## config.mk

```make
export PLATFORM = sky130hd
export DESIGN_NAME = stwr_readout
export DESIGN_NICKNAME = d
export VERILOG_FILES = /design/src/inc/stwr_pkg.sv /design/src/stwr_buf.sv /design/src/stwr_conv.sv /design/src/stwr_readout.sv
export SDC_FILE = /design/constraint.sdc
export NUM_CORES = 1
export LEC_CHECK = 0
export CAP_MARGIN = 15
export CORE_MARGIN = 5
export CORE_UTILIZATION = 50
export CTS_BUF_LIST = sky130_fd_sc_hd__clkbuf_4 sky130_fd_sc_hd__clkbuf_8
export CTS_CLUSTER_SIZE = 30
export DETAILED_ROUTE_END_ITERATION = 8
export DONT_BUFFER_PORTS = 1
export GPL_ROUTABILITY_DRIVEN = 0
export PLACE_DENSITY = 0.7
export SYNTH_ARGS = -nofsm -noshare
export SYNTH_HDL_FRONTEND = slang
export SYNTH_SLANG_ARGS = --single-unit
export TNS_END_PERCENT = 5
```

## constraint.sdc

```tcl
create_clock -name clk -period 1.8 [get_ports clk]
set_clock_uncertainty 0.15 [all_clocks]
set_input_delay 0.18 -clock clk [delete_from_list [all_inputs] [get_ports clk]]
set_output_delay 0.18 -clock clk [all_outputs]
set_load 0.02 [all_outputs]
```

## src/inc/stwr_pkg.sv

```systemverilog
`default_nettype none

package stwr_pkg;

    // ----------------------------------------
    // Instruction framing
    // ----------------------------------------
    localparam int STWR_START_LEN = 3;
    localparam int STWR_SETUP_LEN = 4;
    localparam int STWR_STOP_LEN = 3;
    localparam int STWR_FRAME_LEN = STWR_START_LEN + STWR_SETUP_LEN + STWR_STOP_LEN;
    localparam logic [2:0] STWR_START_FIELD = 3'h7;
    localparam logic [2:0] STWR_STOP_FIELD = 3'h0;

    // Setup codes, one per instruction
    localparam logic [3:0] STWR_SETUP_PRESSURE = 4'hA;
    localparam logic [3:0] STWR_SETUP_TEMPERATURE = 4'h9;
    localparam logic [3:0] STWR_SETUP_CAL0 = 4'h5;
    localparam logic [3:0] STWR_SETUP_CAL1 = 4'h6;
    localparam logic [3:0] STWR_SETUP_CAL2 = 4'h3;
    localparam logic [3:0] STWR_SETUP_CAL3 = 4'hC;

    // Resynchronising pattern, newest bit in bit 0
    localparam int STWR_RESET_LEN = 21;
    localparam logic [20:0] STWR_RESET_PATTERN = 21'h15_5540;

    // ----------------------------------------
    // Readout and handshake counts
    // ----------------------------------------
    localparam int STWR_WORD_LEN = 16;
    localparam int STWR_READ_CLOCKS = 17;
    localparam int STWR_ACK_CLOCKS = 2;
    localparam int STWR_CAL_WORDS = 4;
    localparam int STWR_CAL_BITS = 64;

    // Calibration content, arbitrary values
    localparam logic [63:0] STWR_CAL_DATA = 64'h4444_3333_2222_1111;

    // ----------------------------------------
    // Conversion timing on the master clock
    // ----------------------------------------
    localparam longint STWR_CONV_TIME_US = 35000;
    localparam longint STWR_MCLK_HZ = 32768;
    localparam int STWR_CONV_MCLK_CYCLES =
        int'((STWR_CONV_TIME_US * STWR_MCLK_HZ) / 64'd1000000);

    // Interface states
    typedef enum logic [2:0] {
        STWR_ST_IDLE,
        STWR_ST_ACK,
        STWR_ST_CONV,
        STWR_ST_READ
    } stwr_state_type;

endpackage

`default_nettype wire

```

## src/stwr_buf.sv

```systemverilog
`timescale 1ns/1ps
`default_nettype none

// Small FIFO between conversion and readout
module stwr_buf
    import stwr_pkg::*;
#(
    parameter int WIDTH = 16,
    parameter int DEPTH = 2
)
(
    input wire logic clk,
    input wire logic rst_b,
    input wire logic flush,
    input wire logic in_valid,
    output logic in_ready,
    input wire logic [WIDTH-1:0] in_data,
    output logic out_valid,
    input wire logic out_ready,
    output logic [WIDTH-1:0] out_data
);
    localparam int PW = (DEPTH > 1) ? $clog2(DEPTH) : 1;
    localparam int CW = $clog2(DEPTH + 1);

    typedef struct packed {
        logic [DEPTH-1:0][WIDTH-1:0] mem;
        logic [PW-1:0] wr;
        logic [PW-1:0] rd;
        logic [CW-1:0] count;
    } stwr_buf_state_type;

    stwr_buf_state_type st_r;
    stwr_buf_state_type st_nxt;
    logic push;
    logic pop;

    // Honest flags from the fill count
    assign in_ready = (st_r.count != CW'(DEPTH));
    assign out_valid = (st_r.count != '0);
    assign out_data = st_r.mem[st_r.rd];
    assign push = in_valid & in_ready;
    assign pop = out_valid & out_ready;

    // Pointer and count update
    always_comb
    begin
        st_nxt = st_r;
        if (push)
        begin
            st_nxt.mem[st_r.wr] = in_data;
            st_nxt.wr = (st_r.wr == PW'(DEPTH - 1)) ? '0 : st_r.wr + 1'b1;
        end
        if (pop)
        begin
            st_nxt.rd = (st_r.rd == PW'(DEPTH - 1)) ? '0 : st_r.rd + 1'b1;
        end
        st_nxt.count = st_r.count + CW'(push) - CW'(pop);
        if (flush)
        begin
            st_nxt.wr = '0;
            st_nxt.rd = '0;
            st_nxt.count = '0;
        end
    end

    always_ff @(posedge clk or negedge rst_b)
    begin
        if (!rst_b)
            st_r <= '0;
        else
            st_r <= st_nxt;
    end

endmodule

`default_nettype wire

```

## src/stwr_conv.sv

```systemverilog
`timescale 1ns/1ps
`default_nettype none

// Conversion timer paced by the master clock pin
module stwr_conv
    import stwr_pkg::*;
#(
    parameter int CONV_CYCLES = STWR_CONV_MCLK_CYCLES
)
(
    input wire logic clk,
    input wire logic rst_b,
    input wire logic mclk,
    input wire logic start,
    input wire logic use_temp,
    input wire logic abort,
    input wire logic [15:0] pressure_sample,
    input wire logic [15:0] temperature_sample,
    output logic out_valid,
    input wire logic out_ready,
    output logic [15:0] out_data
);
    localparam int CW = $clog2(CONV_CYCLES + 1);

    typedef struct packed {
        logic mclk_s1;
        logic mclk_s2;
        logic mclk_s3;
        logic busy;
        logic temp;
        logic [CW-1:0] cnt;
        logic valid;
        logic [15:0] data;
    } stwr_conv_state_type;

    stwr_conv_state_type st_r;
    stwr_conv_state_type st_nxt;
    logic mclk_rise;

    assign mclk_rise = st_r.mclk_s2 & ~st_r.mclk_s3;
    assign out_valid = st_r.valid;
    assign out_data = st_r.data;

    // Count master clock edges, stall while result is unread
    always_comb
    begin
        st_nxt = st_r;
        st_nxt.mclk_s1 = mclk;
        st_nxt.mclk_s2 = st_r.mclk_s1;
        st_nxt.mclk_s3 = st_r.mclk_s2;
        if (st_r.valid && out_ready)
            st_nxt.valid = 1'b0;
        if (start)
        begin
            st_nxt.busy = 1'b1;
            st_nxt.temp = use_temp;
            st_nxt.cnt = '0;
        end
        else if (st_r.busy && st_r.cnt == CW'(CONV_CYCLES))
        begin
            if (!st_nxt.valid)
            begin
                st_nxt.busy = 1'b0;
                st_nxt.valid = 1'b1;
                st_nxt.data = st_r.temp ? temperature_sample : pressure_sample;
            end
        end
        else if (st_r.busy && mclk_rise)
            st_nxt.cnt = st_r.cnt + 1'b1;
        if (abort)
        begin
            st_nxt.busy = 1'b0;
            st_nxt.valid = 1'b0;
        end
    end

    always_ff @(posedge clk or negedge rst_b)
    begin
        if (!rst_b)
            st_r <= '0;
        else
            st_r <= st_nxt;
    end

endmodule

`default_nettype wire

```

## src/stwr_readout.sv

```systemverilog
`timescale 1ns/1ps
`default_nettype none

// ----------------------------------------
// Three-wire sensor readout, device end
// ----------------------------------------

module stwr_readout
    import stwr_pkg::*;
#(
    parameter int CONV_CYCLES = STWR_CONV_MCLK_CYCLES,
    parameter logic [63:0] CAL_DATA = STWR_CAL_DATA,
    // Result queue depth; two covers one result in flight
    parameter int BUF_DEPTH = 2
)
(
    // System clock and reset
    input wire logic clk,
    input wire logic rst_b,
    // Host link pins
    input wire logic sclk,
    input wire logic din,
    // Conversion master clock pin
    input wire logic mclk,
    // Front-end results, same clock domain
    input wire logic [15:0] pressure_sample,
    input wire logic [15:0] temperature_sample,
    // Data and status to the host
    output logic dout
);

    // ----------------------------------------
    // State record
    // ----------------------------------------

    // All registered state of the interface
    typedef struct packed {
        // Pin synchronisers and edge stage
        logic sclk_s1;
        logic sclk_s2;
        logic sclk_s3;
        logic din_s1;
        logic din_s2;
        // Bit history and sequencing
        logic [STWR_RESET_LEN-1:0] hist;
        stwr_state_type state;
        logic [4:0] cnt;
        logic [15:0] shreg;
        // Output and strobes to the engine
        logic dout;
        logic conv_start;
        logic conv_temp;
        logic abort;
    } stwr_main_type;

    // Current and next copy of the record
    stwr_main_type st_r;
    stwr_main_type st_nxt;

    // Edge and framing views of the synchronised pins
    logic sclk_rise;
    logic [STWR_RESET_LEN-1:0] hist_new;
    logic [3:0] setup;
    logic frame_ok;

    // Conversion path handshake
    logic conv_valid;
    logic conv_ready;
    logic [15:0] conv_data;
    logic res_valid;
    logic res_ready;
    logic [15:0] res_data;

    // ----------------------------------------
    // Calibration store
    // ----------------------------------------

    // Four words cut from the calibration image
    // Word zero sits in the lowest sixteen bits
    logic [15:0] cal_word [STWR_CAL_WORDS];

    // One continuous assignment per word
    genvar gi;
    generate
        for (gi = 0; gi < STWR_CAL_WORDS; gi++)
        begin : g_cal
            assign cal_word[gi] = CAL_DATA[gi*STWR_WORD_LEN +: STWR_WORD_LEN];
        end
    endgenerate

    // ----------------------------------------
    // Conversion engine and result buffer
    // ----------------------------------------

    // Timed conversion on the master clock
    // Abort comes from the reset pattern; a pin reset clears it as well
    // Engine stalls with its result held while the queue is full
    stwr_conv #(
        .CONV_CYCLES(CONV_CYCLES)
    ) u_conv (
        .clk(clk),
        .rst_b(rst_b),
        .mclk(mclk),
        .start(st_r.conv_start),
        .use_temp(st_r.conv_temp),
        .abort(st_r.abort),
        .pressure_sample(pressure_sample),
        .temperature_sample(temperature_sample),
        .out_valid(conv_valid),
        .out_ready(conv_ready),
        .out_data(conv_data)
    );

    // Result waits here until the readout takes it
    // Flushed with the engine so no stale word survives a resync
    stwr_buf #(
        .WIDTH(STWR_WORD_LEN),
        .DEPTH(BUF_DEPTH)
    ) u_buf (
        .clk(clk),
        .rst_b(rst_b),
        .flush(st_r.abort),
        .in_valid(conv_valid),
        .in_ready(conv_ready),
        .in_data(conv_data),
        .out_valid(res_valid),
        .out_ready(res_ready),
        .out_data(res_data)
    );

    // Only a waiting conversion drains the buffer
    // A result arriving in any other state stays queued
    assign res_ready = (st_r.state == STWR_ST_CONV);

    // ----------------------------------------
    // Pin views
    // ----------------------------------------

    // Rising shift-clock edge after the synchronisers
    // Each shift-clock level must last at least one clock to be seen
    assign sclk_rise = st_r.sclk_s2 & ~st_r.sclk_s3;

    // History with the bit taken at this edge
    // Input bit read at the same synchroniser depth as the clock
    assign hist_new = {st_r.hist[STWR_RESET_LEN-2:0], st_r.din_s2};

    // Frame fields, newest bit at the bottom
    // Last ten bits: start on top, setup in the middle, stop below
    assign setup = hist_new[STWR_STOP_LEN +: STWR_SETUP_LEN];
    assign frame_ok =
        (hist_new[STWR_FRAME_LEN-1 -: STWR_START_LEN] == STWR_START_FIELD) &&
        (hist_new[STWR_STOP_LEN-1:0] == STWR_STOP_FIELD);

    // ----------------------------------------
    // Interface sequencing
    // ----------------------------------------

    // Next state of the whole interface
    // Engine strobes last one clock; all else holds unless changed
    always_comb
    begin
        st_nxt = st_r;
        st_nxt.sclk_s1 = sclk;
        st_nxt.sclk_s2 = st_r.sclk_s1;
        st_nxt.sclk_s3 = st_r.sclk_s2;
        st_nxt.din_s1 = din;
        st_nxt.din_s2 = st_r.din_s1;
        st_nxt.conv_start = 1'b0;
        st_nxt.abort = 1'b0;

        // Finished conversion: load result and drop the line
        // A coincident edge in the wait state keeps this load
        if (st_r.state == STWR_ST_CONV && res_valid)
        begin
            st_nxt.shreg = res_data;
            st_nxt.cnt = '0;
            st_nxt.dout = 1'b0;
            st_nxt.state = STWR_ST_READ;
        end

        // Shifting and framing done only at shift-clock edges; an idle clock holds all but the result load above
        // Pauses in a readout therefore cost nothing but time
        if (sclk_rise)
        begin
            // History fills in every state; the line may move meanwhile
            st_nxt.hist = hist_new;
            case (st_r.state)
                STWR_ST_IDLE:
                begin
                    // Frame recognised purely from the bit stream
                    // Unknown setup codes fall through and leave the block idle
                    if (frame_ok)
                    begin
                        st_nxt.cnt = '0;
                        case (setup)
                            // Conversions: raise the line as acknowledge
                            STWR_SETUP_PRESSURE:
                            begin
                                st_nxt.conv_temp = 1'b0;
                                st_nxt.dout = 1'b1;
                                st_nxt.state = STWR_ST_ACK;
                            end
                            STWR_SETUP_TEMPERATURE:
                            begin
                                st_nxt.conv_temp = 1'b1;
                                st_nxt.dout = 1'b1;
                                st_nxt.state = STWR_ST_ACK;
                            end
                            // Calibration words: load, wait for the first clock
                            STWR_SETUP_CAL0:
                            begin
                                st_nxt.shreg = cal_word[0];
                                st_nxt.state = STWR_ST_READ;
                            end
                            STWR_SETUP_CAL1:
                            begin
                                st_nxt.shreg = cal_word[1];
                                st_nxt.state = STWR_ST_READ;
                            end
                            STWR_SETUP_CAL2:
                            begin
                                st_nxt.shreg = cal_word[2];
                                st_nxt.state = STWR_ST_READ;
                            end
                            STWR_SETUP_CAL3:
                            begin
                                st_nxt.shreg = cal_word[3];
                                st_nxt.state = STWR_ST_READ;
                            end
                            // Unknown code: frame dropped
                            default:
                            begin
                                st_nxt.state = STWR_ST_IDLE;
                            end
                        endcase
                        // Fresh history so the next frame needs all ten bits
                        st_nxt.hist = '0;
                    end
                end
                STWR_ST_ACK:
                begin
                    // Line stays high over the two trailing clocks
                    // Engine starts on the second one
                    st_nxt.cnt = st_r.cnt + 5'd1;
                    if (st_r.cnt == 5'(STWR_ACK_CLOCKS - 1))
                    begin
                        st_nxt.conv_start = 1'b1;
                        st_nxt.state = STWR_ST_CONV;
                    end
                end
                STWR_ST_CONV:
                begin
                    // Host keeps the clock low; nothing to shift
                    // Stray edges only feed the history for the reset pattern
                    // Never undo a result load made in this same clock
                    if (!res_valid)
                        st_nxt.state = STWR_ST_CONV;
                end
                STWR_ST_READ:
                begin
                    // Sixteen data edges, then one closing edge
                    // Closing edge parks the line low and frees the interface
                    if (st_r.cnt < 5'(STWR_WORD_LEN))
                    begin
                        st_nxt.dout = st_r.shreg[STWR_WORD_LEN-1];
                        st_nxt.shreg = {st_r.shreg[STWR_WORD_LEN-2:0], 1'b0};
                        st_nxt.cnt = st_r.cnt + 5'd1;
                    end
                    else
                    begin
                        // Seventeenth edge
                        st_nxt.dout = 1'b0;
                        st_nxt.cnt = '0;
                        st_nxt.state = STWR_ST_IDLE;
                    end
                end
                default:
                begin
                    st_nxt.state = STWR_ST_IDLE;
                end
            endcase

            // Full reset pattern wins over anything in progress
            // Also drops any queued or running conversion
            // Matched on every edge, even inside a readout
            if (hist_new == STWR_RESET_PATTERN)
            begin
                st_nxt.state = STWR_ST_IDLE;
                st_nxt.dout = 1'b0;
                st_nxt.cnt = '0;
                st_nxt.hist = '0;
                st_nxt.abort = 1'b1;
            end
        end
    end

    // ----------------------------------------
    // Registers
    // ----------------------------------------

    // Single register bank for all interface state
    // Reset value keeps the output low and the history empty
    always_ff @(posedge clk or negedge rst_b)
    begin
        if (!rst_b)
            st_r <= '0;
        else
            st_r <= st_nxt;
    end

    // Status and data share one pin
    // Driven straight from its flip-flop, no glitch between states
    assign dout = st_r.dout;

endmodule

`default_nettype wire

```

==> Word level (Yosys, flattened, before mapping) <==
Index checks and enable logic that the tools add are counted.
Widths: inputs -> output; s select.
{ "word_totals": {"in_bits": 37, "out_inout_bits": 1, "register_bits": 122} }
{ "op_classes": {"n_reduce_logical": 20, "order_cmp": 4, "n_bitwise": 8, "eq_ne": 16, "muxes": 47, "addsub": 6} }
{ "ops": {"columns": ["op", "count"], "rows": [
  ["$mux 16", 6],
  ["$pmux 16 s4", 1],
  ["$mux 28", 2],
  ["$mux 45", 1],
  ["$mux 17", 2],
  ["$pmux 17 s2", 1],
  ["$mux 11", 3],
  ["$bwmux 32", 1],
  ["$mux 25", 1],
  ["$eq 21x21->1 const B", 1],
  ["$mux 20", 1],
  ["$mux 1", 18],
  ["$demux 16 s1", 1],
  ["$pmux 5 s3", 1],
  ["$eq 4x4->1 const B", 3],
  ["$pmux 3 s4", 1],
  ["$add 11x1->11 const B", 1],
  ["$eq 11x11->1 const B", 1],
  ["$reduce_bool 2->1", 5],
  ["$mux 3", 3],
  ["$eq 4x3->1 const B", 2],
  ["$eq 3x2->1 const B", 2],
  ["$logic_and 1x1->1", 6],
  ["$logic_not 3->1", 2],
  ["25 further kinds", 35]
]} }

==> Depth between registers and ports, before layout <==
Gate-level depths: netlist (run 1).
{ "logic_depth": {"word_depth": 8, "mapped_depth": 9} }

==> Hierarchy <==
A second synthesis (run 1) with hierarchy kept.
{ "unflattened": {"cells_unflattened": 533, "hier_area_um2": 6102.1} }
{ "by_module_without_submodules": {"columns": ["module", "cells_each", "area_per_inst_um2", "instances"], "rows": [
  ["stwr_readout", 264, 2681.3, 1],
  ["stwr_buf", 108, 1726.7, 1],
  ["stwr_conv", 161, 1694.1, 1]
]} }

==> Worst setup path after synthesis (run 1) <==
Ideal clock, no wire load.
{ "synth_path": {"path_kind": "register -> register", "start": "reg u_conv.st_r[17] (netlist bit)", "end": "reg u_conv.st_r, in the netlist u_conv.out_data[10]", "required_ps": 1525, "path_buffers": 1, "t_arrival_ps": 1651, "stages_incl_launch_ff": 9, "setup_time_ps": 125, "slack_ps": -125, "path_cell_list": "dfrtp_1 > inv_1 > ha_1 > nor3b_2 > nand3_1 > nor2_1 > nand2_2 > buf_2 > mux2_2"} }
{ "synth_between": {"elab_chain_cells": 3} }
{ "synth_rtl": {"columns": ["item", "line_no", "text"], "rows": [
  ["start: declaration", "stwr_conv.sv:36", "stwr_conv_state_type st_r;"],
  ["start signal: assignment", "stwr_conv.sv:82", "st_r <= st_nxt;"],
  ["$eq 11x11->1", "stwr_conv.sv:59", "else if (st_r.busy && st_r.cnt == CW'(CONV_CYCLES))"],
  ["$logic_and 1x1->1", "stwr_conv.sv:59", null],
  ["$reduce_and 3->1 (no line)", null, null]
]} }
No other way between the ends.
A chain may end at the register's enable or synchronous reset.

==> flow_summary_export.csv, run 1 <==
group,metric,value,unit
outcome,status,"finished with violations",
outcome,violations,"negative hold slack, negative setup slack",
cells_and_area,fin_util,64.0,%
logic_synthesis,synth_largest_area_cell,"dfrtp_1",
logic_synthesis,yosysWarnings,0,
clock_tree,cts_made_buffers,17,
flow_run,drv_cap,0,
global_routing,grt_usage,18.3,%
detailed_routing,route.vias.total,4207,
detailed_routing,ant_nets,0,
logic_synthesis,synth_edf_count,0,
global_routing,grt_max_degree,123,
sta,hold_violations,122,
pwr,p_switching,1.38,mW
global_routing,overflow,0,
sta,whs,-0.704,ns
cells_and_area,drive_gt1_share,30.6,%
setup_path,cp-startpoint,"hist_new[5]",
detailed_routing,met3WireLength,372,um
floorplan,pin_count,38,
logic_synthesis,synth-seq-cells,122,
cells_and_area,area_growth,25.5,%
global_routing,grt_pass1_wl,21000,um
floorplan,core-area,0.0114,mm2
floorplan,die_w,118,um
floorplan,initial_core_util,51.0,%
logic_synthesis,synthTopCellsByArea,"dfrtp_1, mux2_2, nand2_1, mux2i_1, nor2_1",
detailed_routing,via_per_inst,5.44,
pwr,p_int,4.37,mW
logic_synthesis,syn_nets,576,
detailed_routing,drt-pass1-iter-count,4,
detailed_routing,routed.top_layer,"met4",
detailed_routing,met1_length,5300,um
pwr,pwr-share-comb,6.7,%
logic_synthesis,syn-mean-instance-area,10.9,um2
floorplan,die_area,0.0139,mm2
sta,period_share,105,%
logic_synthesis,yosysSeqAreaShare,52.4,%
sta,setup_viol,38,
pwr,ir_worst_vdd,0.000560,V
clock_tree,cts_tree,"yes",
cells_and_area,nets,662,
logic_synthesis,yosysTopAreaCellShare,52.4,%
worst_hold_path,hold_path.class,"input port to async pin",
logic_synthesis,synthFlopType,"dfrtp_1",
logic_synthesis,yosysUniqueCellTypes,54,
sta,drv_slew,0,
floorplan,die_h,118,um
global_routing,antenna_found_initial,0,
setup_path,critPathKind,"flop to flop",
placed_design,dp_hpwl,8120,um
sta,tightestPinTransition,0.448,ns
clock_tree,clkTransAtPathRegs,0.07,ns
pwr,powerDensity,787,mW/mm2
detailed_routing,wl,12400,um
cells_and_area,n_antenna_cell,0,
detailed_routing,drt_iter0_drc,175,
logic_synthesis,async_flop_share,100,%
clock_tree,worstSkewPairLatency,0.43,ns
setup_path,crit_fanout,7,
global_routing,grt_pass1_vias,4411,
setup_path,critPathArrivalTime,2.04,ns
logic_synthesis,netlist_area,0.00582,mm2
sta,rsz0062_at_grt,"yes",
setup_path,r2r-start,"hist_new[5]",
setup_path,start_kind,"flop",
clock_tree,clockBufferDepth,2,
pwr,p_sw_share,24.0,%
sta,min_period,1.89,ns
setup_path,cp-end-kind,"flop",
placed_design,placedInstanceArea,0.00641,mm2
sta,slew_headroom,70.1,%
clock_tree,postCtsHoldBufs,35,
pwr,leakagePower,3.23,nW
clock_tree,cts_max_level,4,
sta,fmax,528,MHz
clock_tree,ctsRootBufferMaster,"clkbuf_8",
setup_path,crit_required,1.95,ns
pwr,seqPwrFrac,51.0,%
detailed_routing,drc_errors,0,
placed_design,io_buffers,0,
floorplan,rows,39,
detailed_routing,route.met2.wl,6550,um
sta,setup_slack,-0.0935,ns
logic_synthesis,netlist_instances,532,
pwr,power_frac_clock,42.3,%
clock_tree,cts_sinks,122,
cells_and_area,stdcell_area,0.00731,mm2
detailed_routing,wl_per_cell,16.0,um
[what timing repair did]
item / CTS / global route
pin swaps: 6 / 5
resized for setup: 11 / 19
gates cloned: 0 / 1
setup endpoints to repair: 59 / 67
hold endpoints to repair: 141 / 122
buffers inserted: 0 / 1
[synthesized netlist by cell type, drive strengths merged, types with 4 or more instances]
cell type,count
dfrtp,122
mux2i,20
a21oi,28
xor2,12
ha,7
nand2,57
nand3b,4
mux2,69
o21ai,35
nand4,4
buf,14
nand3,13
nor2,45
xnor2,7
nor3,6
inv,12
nand2b,7
clkbuf,16
[worst paths after layout]
check                               endpoint  slack, ns  cells past startpoint
min in group clk                  st_nxt[49]       0.17                      1
max in group asynchronous        hist_new[4]       2.01                      0
setup reg to reg                    st_r[16]      -0.09                      7
hold / removal                u_buf.st_r[34]      -0.70                      0
setup / recovery                    st_r[16]      -0.09                      7
hold reg to reg            u_conv.st_nxt[30]       0.19                      0
[registers in the layout, indices dropped and copies added (netlist names)]
register and cells:
u_conv.out_data 16, dout 1, u_conv.st_r 14, st_r 28
hist_new 21, u_conv.out_valid 1, st_nxt 3, u_buf.st_r 36
u_conv.st_nxt 2
[critical path, stage by stage, from the launching register on]
cell and delay (ns):
dfrtp_1 0.39, buf_6 0.14, xor2_1 0.14, nand3b_1 0.16, a21o_1 0.23, a221oi_4 0.30, buf_6 0.18, o21ai_1 0.08
[per-stage QoR]
stage / std cells / setup slack (ns) / TNS [ns] / power (mW)
6_report: 774 / -0.0935 / -1.22 / 5.75
5_1_grt: 774 / -0.163 / -5.91 / 5.98
4_1_cts: 772 / -0.0657 / -0.952 / 5.77
3_5_place_dp: 705 / -0.0786 / -1.09 / 3.27
3_3_place_gp: 705 / -0.0510 / -0.564 / 3.25
2_1_floorplan: 532 / -0.0614 / -1.84 / 3.15
[routing by layer]
| metal | GRT usage (%) | vias to the layer above |
|---|---|---|
| li1 | - | 2041 |
| met1 | 22.9 | 2081 |
| met2 | 31.8 | 69 |
| met3 | 3.80 | 16 |
| met4 | 5.59 | 0 |
| met5 | 0 | - |
[power by group through the flow]
stage	combinational (mW)	clock, mW	sequential (mW)
6_report	0.385	2.43	2.94
5_1_grt	0.421	2.61	2.95
4_1_cts	0.365	2.48	2.93
3_5_place_dp	0.289	0	2.98
3_3_place_gp	0.279	0	2.97
2_1_floorplan	0.209	0	2.94
[cell usage in the layout (no fill, tap or decap), types with 3 or more instances in the layout]
| cell | n |
|---|---|
| xor2_1 | 12 |
| nand3b_1 | 4 |
| a21o_1 | 3 |
| clkbuf_8 | 19 |
| a21oi_1 | 26 |
| dfrtp_1 | 119 |
| buf_6 | 3 |
| nand2b_1 | 5 |
| nor2_1 | 43 |
| mux2i_1 | 20 |
| nor2b_1 | 3 |
| o211ai_1 | 3 |
| nand4_1 | 4 |
| clkinvlp_4 | 4 |
| buf_12 | 6 |
| nand3_1 | 11 |
| dlygate4sd3_1 | 35 |
| nand2_1 | 55 |
| nor3_1 | 4 |
| o21ai_0 | 22 |
| buf_4 | 53 |
| o2bb2ai_1 | 3 |
| nor4bb_1 | 3 |
| inv_1 | 11 |
| xnor2_1 | 7 |
| dfrtp_2 | 3 |
| and4_1 | 3 |
| a22o_1 | 3 |
| ha_1 | 6 |
| mux2_2 | 69 |
| clkinv_4 | 3 |
| o21ai_1 | 12 |
[cells by family (layout without fill, tap and decap cells)]
| family | count (synthesis) | in the layout | share of synthesized area (%) |
|---|---|---|---|
| muxes | 89 | 89 | 16.8 |
| and+or+nand+nor | 159 | 159 | 13.6 |
| buffers and inverters | 42 | 141 | 2.99 |
| xor gates and xnor gates | 19 | 19 | 2.86 |
| AOI/OAI and AO/OA | 94 | 94 | 9.86 |
| adders and majority gates | 7 | 7 | 1.50 |
| DFF | 122 | 122 | 52.4 |
[area by class of cell]
cell class / count / area (um2)
tap: 143 / 179
multi-input combinational: 368 / 2720
timing repair buffer: 97 / 902
fill: 915 / 4110
inverter: 12 / 45.0
clock buffer: 19 / 262
clock inverter: 13 / 144
sequential: 122 / 3060
Power figures use the tool's default switching activity.
==> inputs of run 2 (changes only) <==
- CORE_ASPECT_RATIO: not set -> 0.6
- SKIP_LAST_GASP: not set -> 1
==> run 2 against run 1 <==
The flow still finishes with violations (negative hold slack, negative setup slack); clock power hardly changed; fmax is 1.2% lower; global-route usage is 2.3 points higher; first-iteration DRC count is 55% higher; worst setup slack worse by 0.023 ns; non-clock buffer count is 5 higher; flip-flop and latch count stayed put; hold slack worse by 0.016 ns; total power is 1.1% higher; largest power group unchanged.
==> flow_summary_export.csv, run 2 (same netlist as run 1, synthesis figures left out) <==
group,metric,value,unit
outcome,status,"finished with violations",
outcome,violations,"negative hold slack, negative setup slack",
setup_path,cp-end-kind,"flop",
floorplan,die_w,149,um
pwr,ir_worst_vdd,0.000519,V
sta,setup_viol,57,
sta,setup_slack,-0.117,ns
cells_and_area,regMostFlops,"u_buf.st_r",
global_routing,grt_pass1_vias,4561,
flow_run,drv_cap,0,
detailed_routing,ant_nets,0,
detailed_routing,wl,13300,um
setup_path,critPathArrivalTime,2.08,ns
sta,fmax,522,MHz
worst_hold_path,hold_path.class,"input port to async pin",
cells_and_area,n_antenna_cell,0,
cells_and_area,nets,667,
floorplan,die_area,0.0140,mm2
pwr,total_power,5.81,mW
detailed_routing,wl_per_cell,16.7,um
placed_design,io_buffers,0,
global_routing,antenna_found_initial,0,
cells_and_area,largest_reg_flops,36,
sta,min_period,1.92,ns
detailed_routing,drt-pass1-iter-count,4,
floorplan,rows,30,
clock_tree,postCtsHoldBufs,35,
cells_and_area,stdcell_area,0.00725,mm2
floorplan,pin_count,38,
setup_path,crit_chain,"buf_4 -> xor2_1 -> nand3b_1 -> a21o_1 -> a221oi_2 -> buf_6 -> o21ai_0",
cells_and_area,drive_gt1_share,29.1,%
sta,period_share,106,%
setup_path,slowest_stage,"dfrtp_1",
floorplan,die_h,93.6,um
global_routing,overflow,0,
detailed_routing,route.vias.total,4321,
setup_path,critPathKind,"flop to flop",
setup_path,start_kind,"flop",
clock_tree,clockBufferDepth,2,
floorplan,initial_core_util,51.4,%
detailed_routing,drt_iter0_drc,271,
clock_tree,cts_tree,"yes",
global_routing,grt_max_degree,123,
placed_design,placedInstanceArea,0.00645,mm2
global_routing,grt_pass1_wl,22500,um
setup_path,path_buf_inv,2,
clock_tree,cts_made_buffers,17,
cells_and_area,layout_common_cells,"dfrtp_1, mux2_2, buf_4, nand2_1, nor2_1",
setup_path,max_stage_delay,0.39,ns
pwr,powerDensity,802,mW/mm2
setup_path,cp-startpoint,"hist_new[5]",
setup_path,r2r-start,"hist_new[5]",
detailed_routing,via_per_inst,5.43,
setup_path,crit_fanout,12,
sta,hold_violations,122,
floorplan,core-area,0.0113,mm2
sta,slew_headroom,75.7,%
cells_and_area,area_growth,24.5,%
clock_tree,cts_max_level,4,
detailed_routing,drc_errors,0,
sta,tightestPinTransition,0.363,ns
clock_tree,cts_sinks,122,
placed_design,dp_hpwl,8710,um
sta,rsz0062_at_grt,"yes",
sta,whs,-0.720,ns
setup_path,path_delay_family,"compound AO/OA/AOI/OAI gates",
clock_tree,ctsRootBufferMaster,"clkbuf_8",
setup_path,crit_required,1.97,ns
clock_tree,worstSkewPairLatency,0.44,ns
cells_and_area,mostFrequentLayoutCell,"dfrtp_1",
cells_and_area,num-fill-cells,880,
clock_tree,clkTransAtPathRegs,0.08,ns
global_routing,grt_usage,20.5,%
sta,drv_slew,0,
pwr,leakagePower,3.24,nW
run 2: final timing paths:
| check | cells past startpoint | slack [ns] | end |
|---|---|---|---|
| max | 7 | -0.12 | st_r[6] |
| min | 0 | -0.72 | u_buf.st_r[32] |
| max reg2reg | 7 | -0.12 | st_r[6] |
| min reg2reg | 0 | 0.21 | st_nxt[51] |
| max in group asynchronous | 0 | 2.01 | u_conv.st_r[23] |
| min in group clk | 1 | 0.15 | u_conv.st_nxt[31] |
run 2: cell type report:
type | count | area (um2) | share of cell area (%)
Timing Repair Buffer | 102 | 920 | 12.7
Clock inverter | 15 | 163 | 2.24
Clock buffer | 17 | 234 | 3.23
Multi-Input combinational cell | 368 | 2640 | 36.4
Sequential cell | 122 | 3050 | 42.1
Tap cell | 160 | 200 | 2.76
Inverter | 12 | 45.0 | 0.621
run 2: per-stage QoR:
| step | TNS (ns) | instances | worst slack, ns | utilization, % |
|---|---|---|---|---|
| 2_1_floorplan | -1.84 | 532 | -0.0614 | - |
| 3_3_place_gp | -1.39 | 726 | -0.105 | 56.9 |
| 3_5_place_dp | -3.40 | 726 | -0.160 | 56.9 |
| 4_1_cts | -3.21 | 794 | -0.131 | 63.7 |
| 5_1_grt | -11.51 | 796 | -0.255 | 64.0 |
| 6_report | -2.99 | 796 | -0.117 | 64.0 |
run 2: report_power, final:
| group | switching, mW | total (mW) | internal, mW |
|---|---|---|---|
| Sequential | 0.0818 | 2.92 | 2.84 |
| Clock | 1.21 | 2.46 | 1.25 |
| Combinational | 0.180 | 0.433 | 0.253 |
| Total | 1.47 | 5.81 | 4.34 |
run 2: layer usage:
metal	GRT usage, %	vias to the layer above	wire length, um
met5	0	-	0
met4	8.00	0	243
met3	5.23	21	616
met2	32.1	107	6230
met1	27.7	2148	6220
li1	-	2045	-
run 2: what timing repair did:
| action | 4_1_cts | 5_1_grt |
|---|---|---|
| endpoints found under the setup margin | 51 | 95 |
| hold endpoints to repair | 141 | 122 |
| resized for setup | 4 | 3 |
| pin swaps | 1 | 1 |
| setup buffers | 1 | 2 |
